`config.mk`:
```
export PLATFORM = sky130hd
export DESIGN_NAME = uc_uart
export DESIGN_NICKNAME = d
export VERILOG_FILES = /design/src/hw/uc_pkg.sv /design/src/hw/uc_tx.sv /design/src/hw/uc_rx.sv /design/src/hw/uc_uart.sv
export SDC_FILE = /design/constraint.sdc
export NUM_CORES = 1
export LEC_CHECK = 0
export ABC_AREA = 1
export BUFFER_PORTS_ARGS = -buffer_cell sky130_fd_sc_hd__buf_2
export CELL_PAD_IN_SITES_DETAIL_PLACEMENT = 1
export CELL_PAD_IN_SITES_GLOBAL_PLACEMENT = 2
export CORE_UTILIZATION = 35
export CTS_CLUSTER_DIAMETER = 60
export DETAILED_ROUTE_END_ITERATION = 6
export GPL_TIMING_DRIVEN = 0
export PLACE_DENSITY = 0.81
export SYNTH_ARGS = -nofsm -noshare
export SYNTH_HDL_FRONTEND = slang
export SYNTH_SLANG_ARGS = --single-unit
export TNS_END_PERCENT = 5
```
`constraint.sdc`:
```
create_clock -name clock -period 4 [get_ports clock]
set_clock_uncertainty 0.15 [all_clocks]
set_input_delay 0.8 -clock clock [delete_from_list [all_inputs] [get_ports clock]]
set_output_delay 0.8 -clock clock [all_outputs]
set_load 0.01 [all_outputs]
```
`src/hw/uc_pkg.sv`:
```
// Shared constants, codes and parity helper for the serial port.
// Functional notes
// - Global, transmit and receive enable bits
// - Infrared enable plus low power sub-mode
// - Clearing both infrared bits restores NRZ
// - Word length five to eight bits
// - One or two stop bits
// - Five parity modes, sent and checked
// - Bit rate divided from module clock
// - Line settings read back as written
// - Receive data available flag
// - Transmit full flag; writer holds off
// - Independent receive and transmit DMA enables
// - Receive DMA stops on error if enabled
// - Receive FIFO 16x12, transmit 16x8
// - Rates from stopped up to clock/16
// - Framing bits added and stripped
package uc_pkg;
  localparam int          CLK_HZ        = 50000000;
  localparam logic [4:0]  OFS_DATA      = 5'h00;
  localparam logic [4:0]  OFS_CTRL      = 5'h04;
  localparam logic [4:0]  OFS_LINE      = 5'h08;
  localparam logic [4:0]  OFS_BAUD      = 5'h0c;
  localparam logic [4:0]  OFS_STAT      = 5'h10;
  localparam logic [4:0]  OFS_INTS      = 5'h14;
  localparam logic [4:0]  OFS_MASK      = 5'h18;
  localparam int          CB_GLOBAL     = 0;
  localparam int          CB_TXEN       = 1;
  localparam int          CB_RXEN       = 2;
  localparam int          CB_FIFOEN     = 3;
  localparam int          CB_IREN       = 4;
  localparam int          CB_IRLP       = 5;
  localparam int          CB_DMARX      = 6;
  localparam int          CB_DMATX      = 7;
  localparam int          CB_ERRSTOP    = 8;
  localparam int          CB_FLUSH      = 9;
  localparam logic [8:0]  CTRL_RST      = 9'h000;
  localparam logic [5:0]  LINE_RST      = 6'h03;
  localparam logic [15:0] BAUD_RST      = 16'h0000;
  localparam int          EV_RX         = 0;
  localparam int          EV_TXEMPTY    = 1;
  localparam int          EV_PARERR     = 2;
  localparam int          EV_FRMERR     = 3;
  localparam int          EV_OVERRUN    = 4;
  localparam logic [1:0]  word_length_five  = 2'h0;
  localparam logic [1:0]  word_length_eight = 2'h3;
  localparam logic [2:0]  parity_off         = 3'h0;
  localparam logic [2:0]  parity_even_sel    = 3'h1;
  localparam logic [2:0]  parity_odd_sel     = 3'h2;
  localparam logic [2:0]  parity_forced_high = 3'h3;
  localparam logic [2:0]  parity_forced_low  = 3'h4;
  localparam logic [3:0]  TICK_LAST     = 4'hf;
  localparam logic [3:0]  TICK_MID      = 4'h7;
  localparam logic [3:0]  IR_PULSE_END  = 4'h9;
  localparam logic [3:0]  IR_HOLD_TICKS = 4'hf;

  // Parity over the active data bits only; forced modes ignore data.
  function automatic logic uc_parity(input logic [7:0] d,
                                     input logic [1:0] wl,
                                     input logic [2:0] mode);
    logic [7:0] m;
    m = 8'hff >> (2'd3 - wl);
    case (mode)
      parity_even_sel:    return ^(d & m);
      parity_odd_sel:     return ~^(d & m);
      parity_forced_high: return 1'b1;
      default:            return 1'b0;
    endcase
  endfunction
endpackage

```
`src/hw/uc_tx.sv`:
```
// Transmit serializer: start, data LSB first, parity, stop bits.
`timescale 1ns/1ns
module uc_tx import uc_pkg::*; (
  input  wire logic       clock,
  input  wire logic       rst_b,
  input  wire logic       tick,
  input  wire logic       start,
  input  wire logic [7:0] data,
  input  wire logic [1:0] wlen,
  input  wire logic       stop_two,
  input  wire logic [2:0] parity,
  output logic            busy,
  output logic            txd,
  output logic [3:0]      phase
);
  typedef enum logic [2:0] {S_IDLE, S_START, S_DATA, S_PAR, S_STOP}
    uc_tx_state_t;
  uc_tx_state_t state_reg;
  logic [7:0]   sh_reg;
  logic [3:0]   cnt_reg;
  logic [2:0]   bit_reg;
  logic [1:0]   wl_reg;
  logic         par_reg, paron_reg, two_reg, txd_reg;
  wire          bit_end = tick && (cnt_reg == TICK_LAST);

  // Settings are captured at start so a frame never changes shape.
  always_ff @(posedge clock) begin
    if (!rst_b) begin
      state_reg <= S_IDLE;
      txd_reg   <= 1'b1;
      sh_reg    <= 8'h00;
      cnt_reg   <= 4'h0;
      bit_reg   <= 3'h0;
      wl_reg    <= 2'h0;
      par_reg   <= 1'b0;
      paron_reg <= 1'b0;
      two_reg   <= 1'b0;
    end else begin
      if (tick) cnt_reg <= cnt_reg + 4'h1;
      case (state_reg)
        S_IDLE: if (start) begin
          sh_reg    <= data;
          wl_reg    <= wlen;
          par_reg   <= uc_parity(data, wlen, parity);
          paron_reg <= (parity != parity_off);
          two_reg   <= stop_two;
          cnt_reg   <= 4'h0;
          txd_reg   <= 1'b0;
          state_reg <= S_START;
        end
        S_START: if (bit_end) begin
          txd_reg   <= sh_reg[0];
          bit_reg   <= 3'h0;
          state_reg <= S_DATA;
        end
        S_DATA: if (bit_end) begin
          sh_reg  <= sh_reg >> 1;
          bit_reg <= bit_reg + 3'h1;
          txd_reg <= sh_reg[1];
          if (bit_reg == {1'b1, wl_reg}) begin
            txd_reg   <= paron_reg ? par_reg : 1'b1;
            bit_reg   <= 3'h0;
            state_reg <= paron_reg ? S_PAR : S_STOP;
          end
        end
        S_PAR: if (bit_end) begin
          txd_reg   <= 1'b1;
          state_reg <= S_STOP;
        end
        S_STOP: if (bit_end) begin
          bit_reg <= 3'h1;
          if (!two_reg || bit_reg != 3'h0) state_reg <= S_IDLE;
        end
        default: state_reg <= S_IDLE;
      endcase
    end
  end

  assign busy  = (state_reg != S_IDLE);
  assign txd   = txd_reg;
  assign phase = cnt_reg;
endmodule // uc_tx

```
`src/hw/uc_rx.sv`:
```
// Receive sampler: finds start, samples mid-bit, checks parity/stop.
`timescale 1ns/1ns
module uc_rx import uc_pkg::*; (
  input  wire logic       clock,
  input  wire logic       rst_b,
  input  wire logic       tick,
  input  wire logic       enable,
  input  wire logic       rxd,
  input  wire logic [1:0] wlen,
  input  wire logic [2:0] parity,
  output logic            done,
  output logic [7:0]      data,
  output logic            par_err,
  output logic            frame_err
);
  typedef enum logic [2:0] {S_IDLE, S_START, S_DATA, S_PAR, S_STOP}
    uc_rx_state_t;
  uc_rx_state_t state_reg;
  logic [7:0]   sh_reg, data_reg;
  logic [3:0]   cnt_reg;
  logic [2:0]   bit_reg;
  logic         pe_reg, fe_reg, done_reg;
  wire  [7:0]   aligned = sh_reg >> (2'd3 - wlen);
  wire          mid     = tick && (cnt_reg == TICK_LAST);

  // Framing bits are checked here and never reach the FIFO.
  always_ff @(posedge clock) begin
    if (!rst_b) begin
      state_reg <= S_IDLE;
      sh_reg    <= 8'h00;
      data_reg  <= 8'h00;
      cnt_reg   <= 4'h0;
      bit_reg   <= 3'h0;
      pe_reg    <= 1'b0;
      fe_reg    <= 1'b0;
      done_reg  <= 1'b0;
    end else begin
      done_reg <= 1'b0;
      if (tick) cnt_reg <= cnt_reg + 4'h1;
      case (state_reg)
        S_IDLE: if (!rxd) begin
          cnt_reg   <= 4'h0;
          state_reg <= S_START;
        end
        S_START: if (tick && cnt_reg == TICK_MID) begin
          cnt_reg   <= 4'h0;
          bit_reg   <= 3'h0;
          pe_reg    <= 1'b0;
          state_reg <= rxd ? S_IDLE : S_DATA; // Glitch, not a start.
        end
        S_DATA: if (mid) begin
          sh_reg  <= {rxd, sh_reg[7:1]};
          bit_reg <= bit_reg + 3'h1;
          if (bit_reg == {1'b1, wlen})
            state_reg <= (parity != parity_off) ? S_PAR : S_STOP;
        end
        S_PAR: if (mid) begin
          pe_reg    <= rxd ^ uc_parity(aligned, wlen, parity);
          state_reg <= S_STOP;
        end
        S_STOP: if (mid) begin
          fe_reg    <= !rxd;
          data_reg  <= aligned;
          done_reg  <= 1'b1;
          state_reg <= S_IDLE;
        end
        default: state_reg <= S_IDLE;
      endcase
      if (!enable) state_reg <= S_IDLE;
    end
  end

  assign done      = done_reg;
  assign data      = data_reg;
  assign par_err   = pe_reg;
  assign frame_err = fe_reg;
endmodule // uc_rx

```
`src/hw/uc_uart.sv`:
```
// Serial port top: registers, FIFOs, bit rate, infrared and DMA logic.
//
// The address map and the address-and-strobe port were decided locally.
`timescale 1ns/1ns
module uc_uart import uc_pkg::*; #(
  parameter int DEPTH        = 16,
  parameter int RX_W         = 12,
  parameter int TX_W         = 8,
  parameter int IR_LP_CYCLES = 8
) (
  input  wire logic        clock,
  input  wire logic        rst_b,
  input  wire logic [4:0]  reg_addr,
  input  wire logic [31:0] reg_wdata,
  input  wire logic        reg_wr,
  input  wire logic        reg_rd,
  output logic      [31:0] reg_rdata,
  input  wire logic        serial_rxd,
  input  wire logic        ir_rxd,
  output logic             serial_txd,
  output logic             ir_txd,
  output logic             rx_dma_req,
  output logic             tx_dma_req,
  output logic             irq
);
  localparam int PW = $clog2(DEPTH);
  localparam logic [PW:0] DEPTH_C = (PW+1)'(DEPTH);
  localparam logic [PW:0] ONE_C   = (PW+1)'(1);

  // Pointer wrap shared by both FIFOs.
  function automatic logic [PW-1:0] ptr_inc(input logic [PW-1:0] p);
    return (p == PW'(DEPTH - 1)) ? '0 : p + PW'(1);
  endfunction

  // ---- Control and configuration registers.
  logic [8:0]  ctrl_reg;
  logic [5:0]  line_reg;
  logic [15:0] baud_reg;
  logic [4:0]  ints_reg, mask_reg;
  logic        errseen_reg;
  logic [31:0] rdata_reg;

  wire port_en  = ctrl_reg[CB_GLOBAL];
  wire tx_en    = port_en && ctrl_reg[CB_TXEN];
  wire rx_en    = port_en && ctrl_reg[CB_RXEN];
  wire fifo_en  = ctrl_reg[CB_FIFOEN];
  wire ir_on    = ctrl_reg[CB_IREN];
  wire ir_lp    = ctrl_reg[CB_IREN] && ctrl_reg[CB_IRLP];
  wire [1:0] wlen     = line_reg[1:0];
  wire       stop_two = line_reg[2];
  wire [2:0] parity   = line_reg[5:3];

  // ---- Bus decode; strobes never overlap, except flush with wr_ctrl.
  wire wr_data = reg_wr && (reg_addr == OFS_DATA);
  wire wr_ctrl = reg_wr && (reg_addr == OFS_CTRL);
  wire wr_line = reg_wr && (reg_addr == OFS_LINE);
  wire wr_baud = reg_wr && (reg_addr == OFS_BAUD);
  wire wr_stat = reg_wr && (reg_addr == OFS_STAT);
  wire wr_ints = reg_wr && (reg_addr == OFS_INTS);
  wire wr_mask = reg_wr && (reg_addr == OFS_MASK);
  wire rd_data = reg_rd && (reg_addr == OFS_DATA);
  wire flush   = wr_ctrl && reg_wdata[CB_FLUSH];

  // ---- Bit rate: one tick per 1/16 bit; divisor 0 holds the line still.
  logic [15:0] bcnt_reg;
  wire tick = (baud_reg != 16'h0000) &&
              (bcnt_reg >= baud_reg - 16'h0001);

  always_ff @(posedge clock) begin
    if (!rst_b || tick || wr_baud) bcnt_reg <= 16'h0000;
    else bcnt_reg <= bcnt_reg + 16'h0001;
  end

  // ---- Pin synchronisers: three stages, a change counts once the
  // second and third stages agree.
  logic [2:0] srx_sync, irx_sync;
  logic       srx_reg, irx_reg;

  always_ff @(posedge clock) begin
    if (!rst_b) begin
      srx_sync <= 3'b111;
      irx_sync <= 3'b000;
      srx_reg  <= 1'b1;
      irx_reg  <= 1'b0;
    end else begin
      srx_sync <= {srx_sync[1:0], serial_rxd};
      irx_sync <= {irx_sync[1:0], ir_rxd};
      if (srx_sync[1] == srx_sync[2]) srx_reg <= srx_sync[2];
      if (irx_sync[1] == irx_sync[2]) irx_reg <= irx_sync[2];
    end
  end

  // ---- Infrared receive: a short high pulse means a zero bit; the
  // pulse is stretched over most of a bit so mid-bit sampling sees it.
  logic [3:0] irhold_reg;
  wire        ir_line = !(irx_reg || (irhold_reg != 4'h0));
  wire        rx_line = ir_on ? ir_line : srx_reg;

  always_ff @(posedge clock) begin
    if (!rst_b) irhold_reg <= 4'h0;
    else if (irx_reg) irhold_reg <= IR_HOLD_TICKS;
    else if (tick && irhold_reg != 4'h0) irhold_reg <= irhold_reg - 4'h1;
  end

  // ---- Transmit FIFO, 16 x 8.
  logic [TX_W-1:0] tx_mem [DEPTH];
  logic [PW-1:0]   txw_reg, txr_reg;
  logic [PW:0]     txc_reg;
  wire  [PW:0]     lim     = fifo_en ? DEPTH_C : ONE_C;
  wire             tx_full = (txc_reg >= lim);
  wire             tx_empt = (txc_reg == '0);
  wire             tx_busy;
  wire             tx_line;
  wire [3:0]       tx_phase;
  wire tx_push  = wr_data && !tx_full && !flush;
  wire tx_start = tx_en && !tx_busy && !tx_empt && !flush;

  always_ff @(posedge clock) begin
    if (tx_push) tx_mem[txw_reg] <= reg_wdata[TX_W-1:0];
  end

  // Flush only resets pointers and count; stale words are never read again.
  always_ff @(posedge clock) begin
    if (!rst_b || flush) begin
      txw_reg <= '0;
      txr_reg <= '0;
      txc_reg <= '0;
    end else begin
      if (tx_push) txw_reg <= ptr_inc(txw_reg);
      if (tx_start) txr_reg <= ptr_inc(txr_reg);
      txc_reg <= txc_reg + (tx_push ? ONE_C : '0) - (tx_start ? ONE_C : '0);
    end
  end

  uc_tx u_tx (
    .clock    (clock),
    .rst_b    (rst_b),
    .tick     (tick),
    .start    (tx_start),
    .data     (tx_mem[txr_reg]),
    .wlen     (wlen),
    .stop_two (stop_two),
    .parity   (parity),
    .busy     (tx_busy),
    .txd      (tx_line),
    .phase    (tx_phase)
  );

  // ---- Line outputs: NRZ when infrared is off, otherwise a pulse per
  // zero bit. Low power uses a fixed pulse of IR_LP_CYCLES clocks, whatever the divisor.
  logic [7:0] lp_cnt_reg;
  logic       stxd_reg, irtxd_reg;
  wire ir_win  = (tx_phase >= TICK_MID) && (tx_phase <= IR_PULSE_END);
  wire lp_load = tick && (tx_phase == TICK_MID) && !tx_line;
  wire ir_next = ir_on && !tx_line &&
                 (ir_lp ? (lp_cnt_reg != 8'h00) : ir_win);

  always_ff @(posedge clock) begin
    if (!rst_b) lp_cnt_reg <= 8'h00;
    else if (lp_load) lp_cnt_reg <= 8'(IR_LP_CYCLES);
    else if (lp_cnt_reg != 8'h00) lp_cnt_reg <= lp_cnt_reg - 8'h01;
  end

  always_ff @(posedge clock) begin
    if (!rst_b) begin
      stxd_reg  <= 1'b1;
      irtxd_reg <= 1'b0;
    end else begin
      stxd_reg  <= ir_on ? 1'b1 : tx_line;
      irtxd_reg <= ir_next;
    end
  end

  // ---- Receive FIFO, 16 x 12: {overrun, break, parity, frame, data}.
  logic [RX_W-1:0] rx_mem [DEPTH];
  logic [PW-1:0]   rxw_reg, rxr_reg;
  logic [PW:0]     rxc_reg;
  logic            ovpend_reg;
  wire             rx_done, rx_pe, rx_fe;
  wire [7:0]       rx_byte;
  wire             rx_full  = (rxc_reg >= lim);
  wire             rx_avail = (rxc_reg != '0);
  wire             rx_brk   = rx_fe && (rx_byte == 8'h00);
  wire             rx_push  = rx_done && !rx_full;
  wire             rx_ovr   = rx_done && rx_full;
  wire             rx_pop   = rd_data && rx_avail;

  uc_rx u_rx (
    .clock     (clock),
    .rst_b     (rst_b),
    .tick      (tick),
    .enable    (rx_en),
    .rxd       (rx_line),
    .wlen      (wlen),
    .parity    (parity),
    .done      (rx_done),
    .data      (rx_byte),
    .par_err   (rx_pe),
    .frame_err (rx_fe)
  );

  always_ff @(posedge clock) begin
    if (rx_push)
      rx_mem[rxw_reg] <= {ovpend_reg, rx_brk, rx_pe, rx_fe, rx_byte};
  end

  // A lost character marks the next one that does get stored.
  always_ff @(posedge clock) begin
    if (!rst_b) begin
      rxw_reg    <= '0;
      rxr_reg    <= '0;
      rxc_reg    <= '0;
      ovpend_reg <= 1'b0;
    end else begin
      if (rx_push) rxw_reg <= ptr_inc(rxw_reg);
      if (rx_pop) rxr_reg <= ptr_inc(rxr_reg);
      rxc_reg <= rxc_reg + (rx_push ? ONE_C : '0) - (rx_pop ? ONE_C : '0);
      if (rx_ovr) ovpend_reg <= 1'b1;
      else if (rx_push) ovpend_reg <= 1'b0;
    end
  end

  // ---- DMA requests; the error latch blocks receive requests only
  // when stop-on-error is set.
  wire rx_err  = rx_done && (rx_pe || rx_fe || rx_full);
  wire dma_hlt = ctrl_reg[CB_ERRSTOP] && errseen_reg;
  assign rx_dma_req = ctrl_reg[CB_DMARX] && rx_avail && !dma_hlt;
  assign tx_dma_req = ctrl_reg[CB_DMATX] && tx_en && !tx_full;

  // ---- Interrupt events; a set in the clearing cycle wins.
  logic tx_empt_d;
  wire [4:0] ev;
  assign ev[EV_RX]      = rx_push;
  assign ev[EV_TXEMPTY] = tx_empt && !tx_empt_d;
  assign ev[EV_PARERR]  = rx_done && rx_pe;
  assign ev[EV_FRMERR]  = rx_done && rx_fe;
  assign ev[EV_OVERRUN] = rx_ovr;
  wire [4:0] ints_next  = (ints_reg & ~(wr_ints ? reg_wdata[4:0] : 5'h00)) | ev;

  always_ff @(posedge clock) begin
    if (!rst_b) begin
      ints_reg    <= 5'h00;
      tx_empt_d   <= 1'b1;
      errseen_reg <= 1'b0;
    end else begin
      ints_reg    <= ints_next;
      tx_empt_d   <= tx_empt;
      errseen_reg <= rx_err || (errseen_reg && !(wr_stat && reg_wdata[5]));
    end
  end

  assign irq = |(ints_reg & mask_reg);

  // ---- Configuration writes; flush is a strobe and is not stored.
  always_ff @(posedge clock) begin
    if (!rst_b) begin
      ctrl_reg <= CTRL_RST;
      line_reg <= LINE_RST;
      baud_reg <= BAUD_RST;
      mask_reg <= 5'h00;
    end else begin
      if (wr_ctrl) ctrl_reg <= reg_wdata[CB_ERRSTOP:0];
      if (wr_line) line_reg <= reg_wdata[5:0];
      if (wr_baud) baud_reg <= reg_wdata[15:0];
      if (wr_mask) mask_reg <= reg_wdata[4:0];
    end
  end

  // ---- Read mux; data reads pop the receive FIFO, empty reads flag
  // bit 15 so software can tell no character was there.
  wire [31:0] stat_w = {26'h0, errseen_reg, tx_busy, tx_empt, rx_full,
                        tx_full, rx_avail};
  wire [31:0] data_w = rx_avail ? {20'h0, rx_mem[rxr_reg]} : 32'h0000_8000;
  logic [31:0] rsel;

  always_comb begin
    case (reg_addr)
      OFS_DATA: rsel = data_w;
      OFS_CTRL: rsel = {23'h0, ctrl_reg};
      OFS_LINE: rsel = {26'h0, line_reg};
      OFS_BAUD: rsel = {16'h0, baud_reg};
      OFS_STAT: rsel = stat_w;
      OFS_INTS: rsel = {27'h0, ints_reg};
      OFS_MASK: rsel = {27'h0, mask_reg};
      default:  rsel = 32'h0000_0000;
    endcase
  end

  always_ff @(posedge clock) begin
    if (!rst_b) rdata_reg <= 32'h0000_0000;
    else rdata_reg <= reg_rd ? rsel : 32'h0000_0000;
  end

  assign reg_rdata  = rdata_reg;
  assign serial_txd = stxd_reg;
  assign ir_txd     = irtxd_reg;
endmodule // uc_uart

```
* Word-level counts from Yosys, hierarchy flattened
Memories as Yosys holds them, arrays and structs flattened. A register that Yosys moved wholly into a read port is not among the register bits.
Index checks and enable logic that the tools add are counted.
** Storage, ports and cells
- Flip-flop bits (word level) :: 193
- Logic and storage cells :: 301
- Input port bits :: 43
- Output and inout bits :: 37
- RAM bits :: 320
- Memories :: 2
** Memories
- rx_mem :: depth 16, width 12, read ports 1, clocked after memory_dff 1, write ports 1, line uc_uart.sv:175 : logic [RX_W-1:0] rx_mem [DEPTH];
- tx_mem :: depth 16, width 8, read ports 1, clocked after memory_dff 1, write ports 1, line uc_uart.sv:106 : logic [TX_W-1:0] tx_mem [DEPTH];
** Operators by class
- $lt $le $gt $ge :: 5
- Bitwise logic cells :: 8
- Add/subtract/negate cells :: 17
- Equal/unequal tests :: 42
- Muxes and demuxes :: 80
- Shift operators :: 2
- Reductions and logical operators :: 103
** Operators with widths (count)
- $pmux W16 S7 :: 1
- $mux W4 :: 18
- $mux W3 :: 21
- $logic_and A1 B1 Y1 :: 42
- $pmux W3 S5 :: 2
- $add A4 B1 Y4 const B :: 6
- $eq A4 B4 Y1 const B :: 6
- $mux W1 :: 24
- $ne A2 B1 Y1 const B :: 11
- $eq A3 B2 Y1 const B :: 6
- $add A16 B1 Y16 const B :: 1
- $and A8 B8 Y8 :: 2
- $ge A16 B16 Y1 :: 1
- $mux W16 :: 1
- $mux W8 :: 2
- $pmux W8 S2 :: 1
- $reduce_bool A16 Y1 :: 1
- $reduce_xnor A8 Y1 :: 2
- $reduce_xor A8 Y1 :: 2
- $sub A16 B1 Y16 const B :: 1
- $eq A5 B5 Y1 const B :: 3
- $logic_not A1 Y1 :: 13
- $reduce_and A2 Y1 :: 6
- $reduce_bool A2 Y1 :: 6
- other kinds (47) :: 78

* Depth between registers and ports, before layout
- Word-level depth :: 11
- Depth in mapped cells :: 24
- Mapped depth without buffers :: 24

* Cells and area by module
Synthesis repeated with hierarchy kept, for this count alone.
** Second synthesis, totals
- Cells, all modules :: 2314
- Area, all modules :: 22719.3 um^2
** By module, submodules not included
- uc_uart :: seq. area each 12251.8 um^2, cells an instance 1835, area an instance 19565.0 um^2, instances 1
- uc_rx :: seq. area each 580.6 um^2, cells an instance 277, area an instance 1791.7 um^2, instances 1
- uc_tx :: seq. area each 480.5 um^2, cells an instance 202, area an instance 1362.6 um^2, instances 1

* Worst setup path after synthesis
OpenSTA, ideal clock, no wires.
- Path kind :: input to register
- From :: input port reg_addr[1]
- To :: register txc_reg[4]
- Stages :: 20
- Path slack :: 0.617 ns
- Arrival time :: 3.116 ns
- Required time :: 3.733 ns
- Path buffers :: 1
- Setup time :: 0.117 ns
- Cells stage by stage :: nor2_2 nand2_1 nor2_1 nand2_2 nor2_1 inv_1 o21a_1 buf_2 ha_1 inv_1 ha_1 inv_1 fa_1 inv_1 a21oi_1 nor2_1 nor2_1 xor2_1 inv_1 nor2_1
** Between the ends
- Elaborated cells between the ends (all ways) :: 14
- Classes of those cells :: add/sub: 2; eq/ne: 1; mux: 2; reduce/logical: 9
** RTL lines
- from (decl) :: line uc_uart.sv:13 : input wire logic [4:0] reg_addr,
- $eq A5 B3 Y1 :: line uc_uart.sv:55 : wire wr_ctrl = reg_wr && (reg_addr == OFS_CTRL);
- $logic_and A1 B1 Y1 :: line uc_uart.sv:55
- $logic_and A1 B1 Y1 :: line uc_uart.sv:62 : wire flush = wr_ctrl && reg_wdata[CB_FLUSH];
- $logic_not A1 Y1 :: line uc_uart.sv:116 : wire tx_start = tx_en && !tx_busy && !tx_empt && !flush;
- $logic_and A1 B1 Y1 :: line uc_uart.sv:116
- via tx_start :: line uc_uart.sv:116
- $mux W1 :: line uc_uart.sv:131 : txc_reg <= txc_reg + (tx_push ? ONE_C : '0) - (tx_start ? ONE_C : '0);
- $sub A5 B1 Y5 :: line uc_uart.sv:131
- to (signal assigned) :: line uc_uart.sv:131
- to (decl) :: line uc_uart.sv:108 : logic [PW:0] txc_reg;
The timed path passes the listed nets, and every way through them passes these cells.
A chain may end at the register's enable or synchronous reset.

* Worst setup path after layout
- From :: register baud_reg[1]
- To :: register u_rx.cnt_reg[3]
** Between the ends
- Cells in the longest elaborated chain, start to end :: 6
- Elaborated cells between the ends (all ways) :: 9
- Classes of those cells :: add/sub: 1; order compare: 1; mux: 4; reduce/logical: 3
** RTL lines
- from (decl) :: line uc_uart.sv:38 : logic [15:0] baud_reg;
- from (signal assigned) :: line uc_uart.sv:264 : if (wr_baud) baud_reg <= reg_wdata[15:0];
- $sub A16 B1 Y16 :: line uc_uart.sv:67 : (bcnt_reg >= baud_reg - 16'h0001);
- $ge A16 B16 Y1 :: line uc_uart.sv:67
- $logic_and A1 B1 Y1 (*) :: line uc_uart.sv:66 : wire tick = (baud_reg != 16'h0000) &&
- $mux W4 or $logic_and A1 B1 Y1 (tied branches) :: line uc_rx.sv:39, uc_rx.sv:45
- $mux W4, on equally long branches :: line uc_rx.sv:45, uc_rx.sv:41
- $pmux W4 S2 (*) :: line uc_rx.sv:40 : case (state_reg)
- to (signal assigned) :: line uc_rx.sv:39 : if (tick) cnt_reg <= cnt_reg + 4'h1;
- to (decl) :: line uc_rx.sv:20 : logic [3:0] cnt_reg;
Every way passes the cells marked *; elsewhere a longest branch is shown, timed or not.

==> results.yml <==
layout:
  multi_input_area_sq_mm: 0.00778
  fin_area_sq_mm: 0.0262
  top_regs: "rx_mem (192), tx_mem (128)"
  instances_no_fill: 3374
  final_common_cell: "nand2_1"
  area.growth.synth_to_final_pct: 15.8
  largest_reg_flops: 192
  drive_gt1_share_pct: 10.5
  final-seq-area_sq_mm: 0.0133
  num-fill-cells: 7182
  num-nets-final: 2582
  layout_common_cells: "nand2_1 (430), edfxtp_1 (320), inv_1 (296)"
  largest-register: "rx_mem"
cts:
  clk_pin_slew_ps: 60
  cts.sinks: 505
  clock_latency_ps: 670
  cts_buffers: 58
  cts_tree: "done"
  htreeDepth: 2
  cts_buffer_depth: 3
  clockRootBuffer: "clkbuf_16"
detailed_routing:
  vias: 17300
  detail-route-antenna-nets: 0
  wl_per_cell_microns: 21.1
  wirelength_microns: 71100
  first_iter_violations: 1152
  dr.pass1.iters: 5
  drc: 0
  vias_per_cell: 5.14
hold_path:
  min_path_cells: 2
  hp-class: "input port to register"
  holdPathEnd: "srx_sync[0]"
  hold_start: "serial_rxd"
timing:
  setup_ws_ps: 209
  rsz0062_at_grt: "true"
  setup_viol: 0
  slew_viol_final: 0
  finalHoldWorstSlack_ps: 193
  period_share_pct: 94.8
  fin_crit_ps: 3790
  fmax_mhz: 264
  finalHoldViolations: 0
  worst_pin_slew_ps: 1390
  slew_headroom_pct: 7.28
yosys:
  ys_seq_elements: 505
  synth_edf_count: 320
  synthCells: 2352
  synth_cell_types: 53
  ys_seq_area_share_pct: 58.9
  ys_async_sr_fraction_pct: 0
  yosys_warnings: 0
  synth-main-ff-cell: "edfxtp_1"
  netlist_area_sq_mm: 0.0226
  avgSynthCellArea_sq_um: 9.61
placed_design:
  placed_area_sq_mm: 0.0240
  preCtsSetupSlack_ps: -697
  place.gp.congestion: 0.869
  io_buffers: 46
  dpl.cell_count: 3261
  hpwl_microns: 49600
pwr:
  p_clk_share_pct: 46.9
  leakagePower_nw: 10.1
  switching_share_pct: 23.9
  power_frac_seq_pct: 46.7
  power_mw: 12.0
  internal_power_mw: 9.16
  cellPowerDensity_mw_per_mm2: 460
  peakVddDrop_mv: 0.353
  combPwrFrac_pct: 6.4
  switchingPower_mw: 2.88
global_route:
  grt_overflow: 0
  grt_pass1_wl_microns: 108000
  grt_util_all_layers_pct: 21.5
  antenna_found_initial: 3
  grt_pass1_vias: 18100
  grt_max_degree: 22
critical_path:
  worst_r2r_endpoint: "u_rx.cnt_reg[3]"
  worstPathArrival_ps: 4160
  crit_required_ps: 4370
  path_class: "register to register"
  r2r-start: "baud_reg[1]"
  rrSetupSlack_ps: 210
  critPathLaunchType: "register"
  r2r_cells: 21
  crit_fanout: 10
  end_kind: "register"
floorplanning:
  initial_utilization_pct: 35.6
  core-area_sq_mm: 0.0634
  rows: 92
  fp.dieW_microns: 256
  io_pins: 80
  die_h_microns: 256
  design.die.area_sq_mm: 0.0656
run_status:
  status: "finished, final reports clean"
job:
  drv_cap: 0
[metrics by stage]
step,setup TNS (ps),utilization (%)
after floorplan,0,-
after global placement,-24020,37.8
after detailed placement,-30110,37.8
after CTS,-61.7,41.1
after global routing,-299,41.3
final,0,41.3
[per-layer routing]
| metal | up-vias | part of all wire [%] | GRT usage [%] |
|---|---|---|---|
| met1 | 8685 | 43 | 27.1 |
| met2 | 367 | 49 | 37.2 |
| met4 | 0 | 3.2 | 8.10 |
| met5 | - | 0 | 0 |
| li1 | 8171 | - | - |
| met3 | 117 | 4.4 | 3.04 |
[kinds of logic (layout without fill, tap and decap cells)]
group | after synthesis | in the layout | share of synthesized area [%]
AO/OA/AOI/OAI | 470 | 470 | 11.4
XOR/XNOR | 33 | 33 | 1.28
adder cells (fa/ha/maj) | 61 | 61 | 3.44
buffers and inverters | 413 | 573 | 7.41
flip-flops | 505 | 505 | 58.9
multiplexers | 48 | 48 | 2.13
other | 1 | 17 | 0.0166
AND/OR/NAND/NOR | 821 | 821 | 15.5
[synthesized netlist by cell type (all sizes together) (10+ instances only)]
| master | count | area [sq um] |
|---|---|---|
| nand2 | 440 | 1690 |
| edfxtp | 320 | 9610 |
| inv | 308 | 1160 |
| o21ai | 193 | 970 |
| a21oi | 189 | 961 |
| dfxtp | 185 | 3700 |
| nor2 | 166 | 641 |
| nand3 | 157 | 801 |
| buf | 61 | 350 |
| ha | 59 | 738 |
| mux2i | 48 | 480 |
| clkbuf | 44 | 165 |
| o211ai | 35 | 263 |
| nor3 | 27 | 135 |
| xor2 | 27 | 236 |
| o22ai | 20 | 125 |
| or2 | 10 | 62.6 |
[worst max-delay path, cell delays in order (launching register included)]
cell	delay, ps
dfxtp_1	320
inv_1	130
nand3_1	150
nor3_2	210
nand2_1	100
inv_1	90
nand4_1	150
nor2_2	150
nand2_1	80
xor2_1	160
ha_1	310
nand2_1	90
nor4_2	320
nand2_1	150
nand3_4	160
nand2_4	130
inv_6	140
nand3_1	140
a21oi_2	210
nand2_1	150
nand2_1	110
nor2_1	50
[worst max path at each step]
stage | start | endpoint | cells past startpoint | slack [ps]
3_5_place_dp | reg_addr[1] | tx_mem[7][0] | 8 | -700
6_report | baud_reg[1] | u_rx.cnt_reg[3] | 21 | 210
3_3_place_gp | reg_addr[1] | txc_reg[4] | 19 | -640
4_1_cts | ctrl_reg[3] | txc_reg[4] | 20 | -60
5_1_grt | baud_reg[1] | u_rx.cnt_reg[2] | 21 | -60
2_1_floorplan | reg_addr[1] | txc_reg[4] | 20 | 620
[power groups by stage]
stage	clock, mW	sequential [mW]	combinational [mW]
after floorplan	0	5.71	0.514
final	5.65	5.62	0.767
after CTS	5.76	5.62	0.761
after global routing	5.97	5.63	0.861
after global placement	0	5.73	0.716
after detailed placement	0	5.73	0.754
[cell type report]
class / instances / share of cell area (%)
Buffer: 105 / 1.97
Clock inverter: 40 / 2.01
Clock buffer: 69 / 5.86
Inverter: 308 / 4.45
Antenna cell: 1 / 0.00956
Tap cell: 846 / 4.04
Sequential cell: 505 / 50.9
Multi-Input combinational cell: 1449 / 29.7
Timing Repair Buffer: 51 / 1.05
[repair_timing]
action / in CTS / in global routing
gates resized for setup: 4 / 15
setup buffers: 0 / 3
endpoints found under the hold margin: 0 / 0
endpoints found under the setup margin: 102 / 64
pin swaps: 0 / 4
hold buffers: 0 / 0
Power figures use the tool's default switching activity.
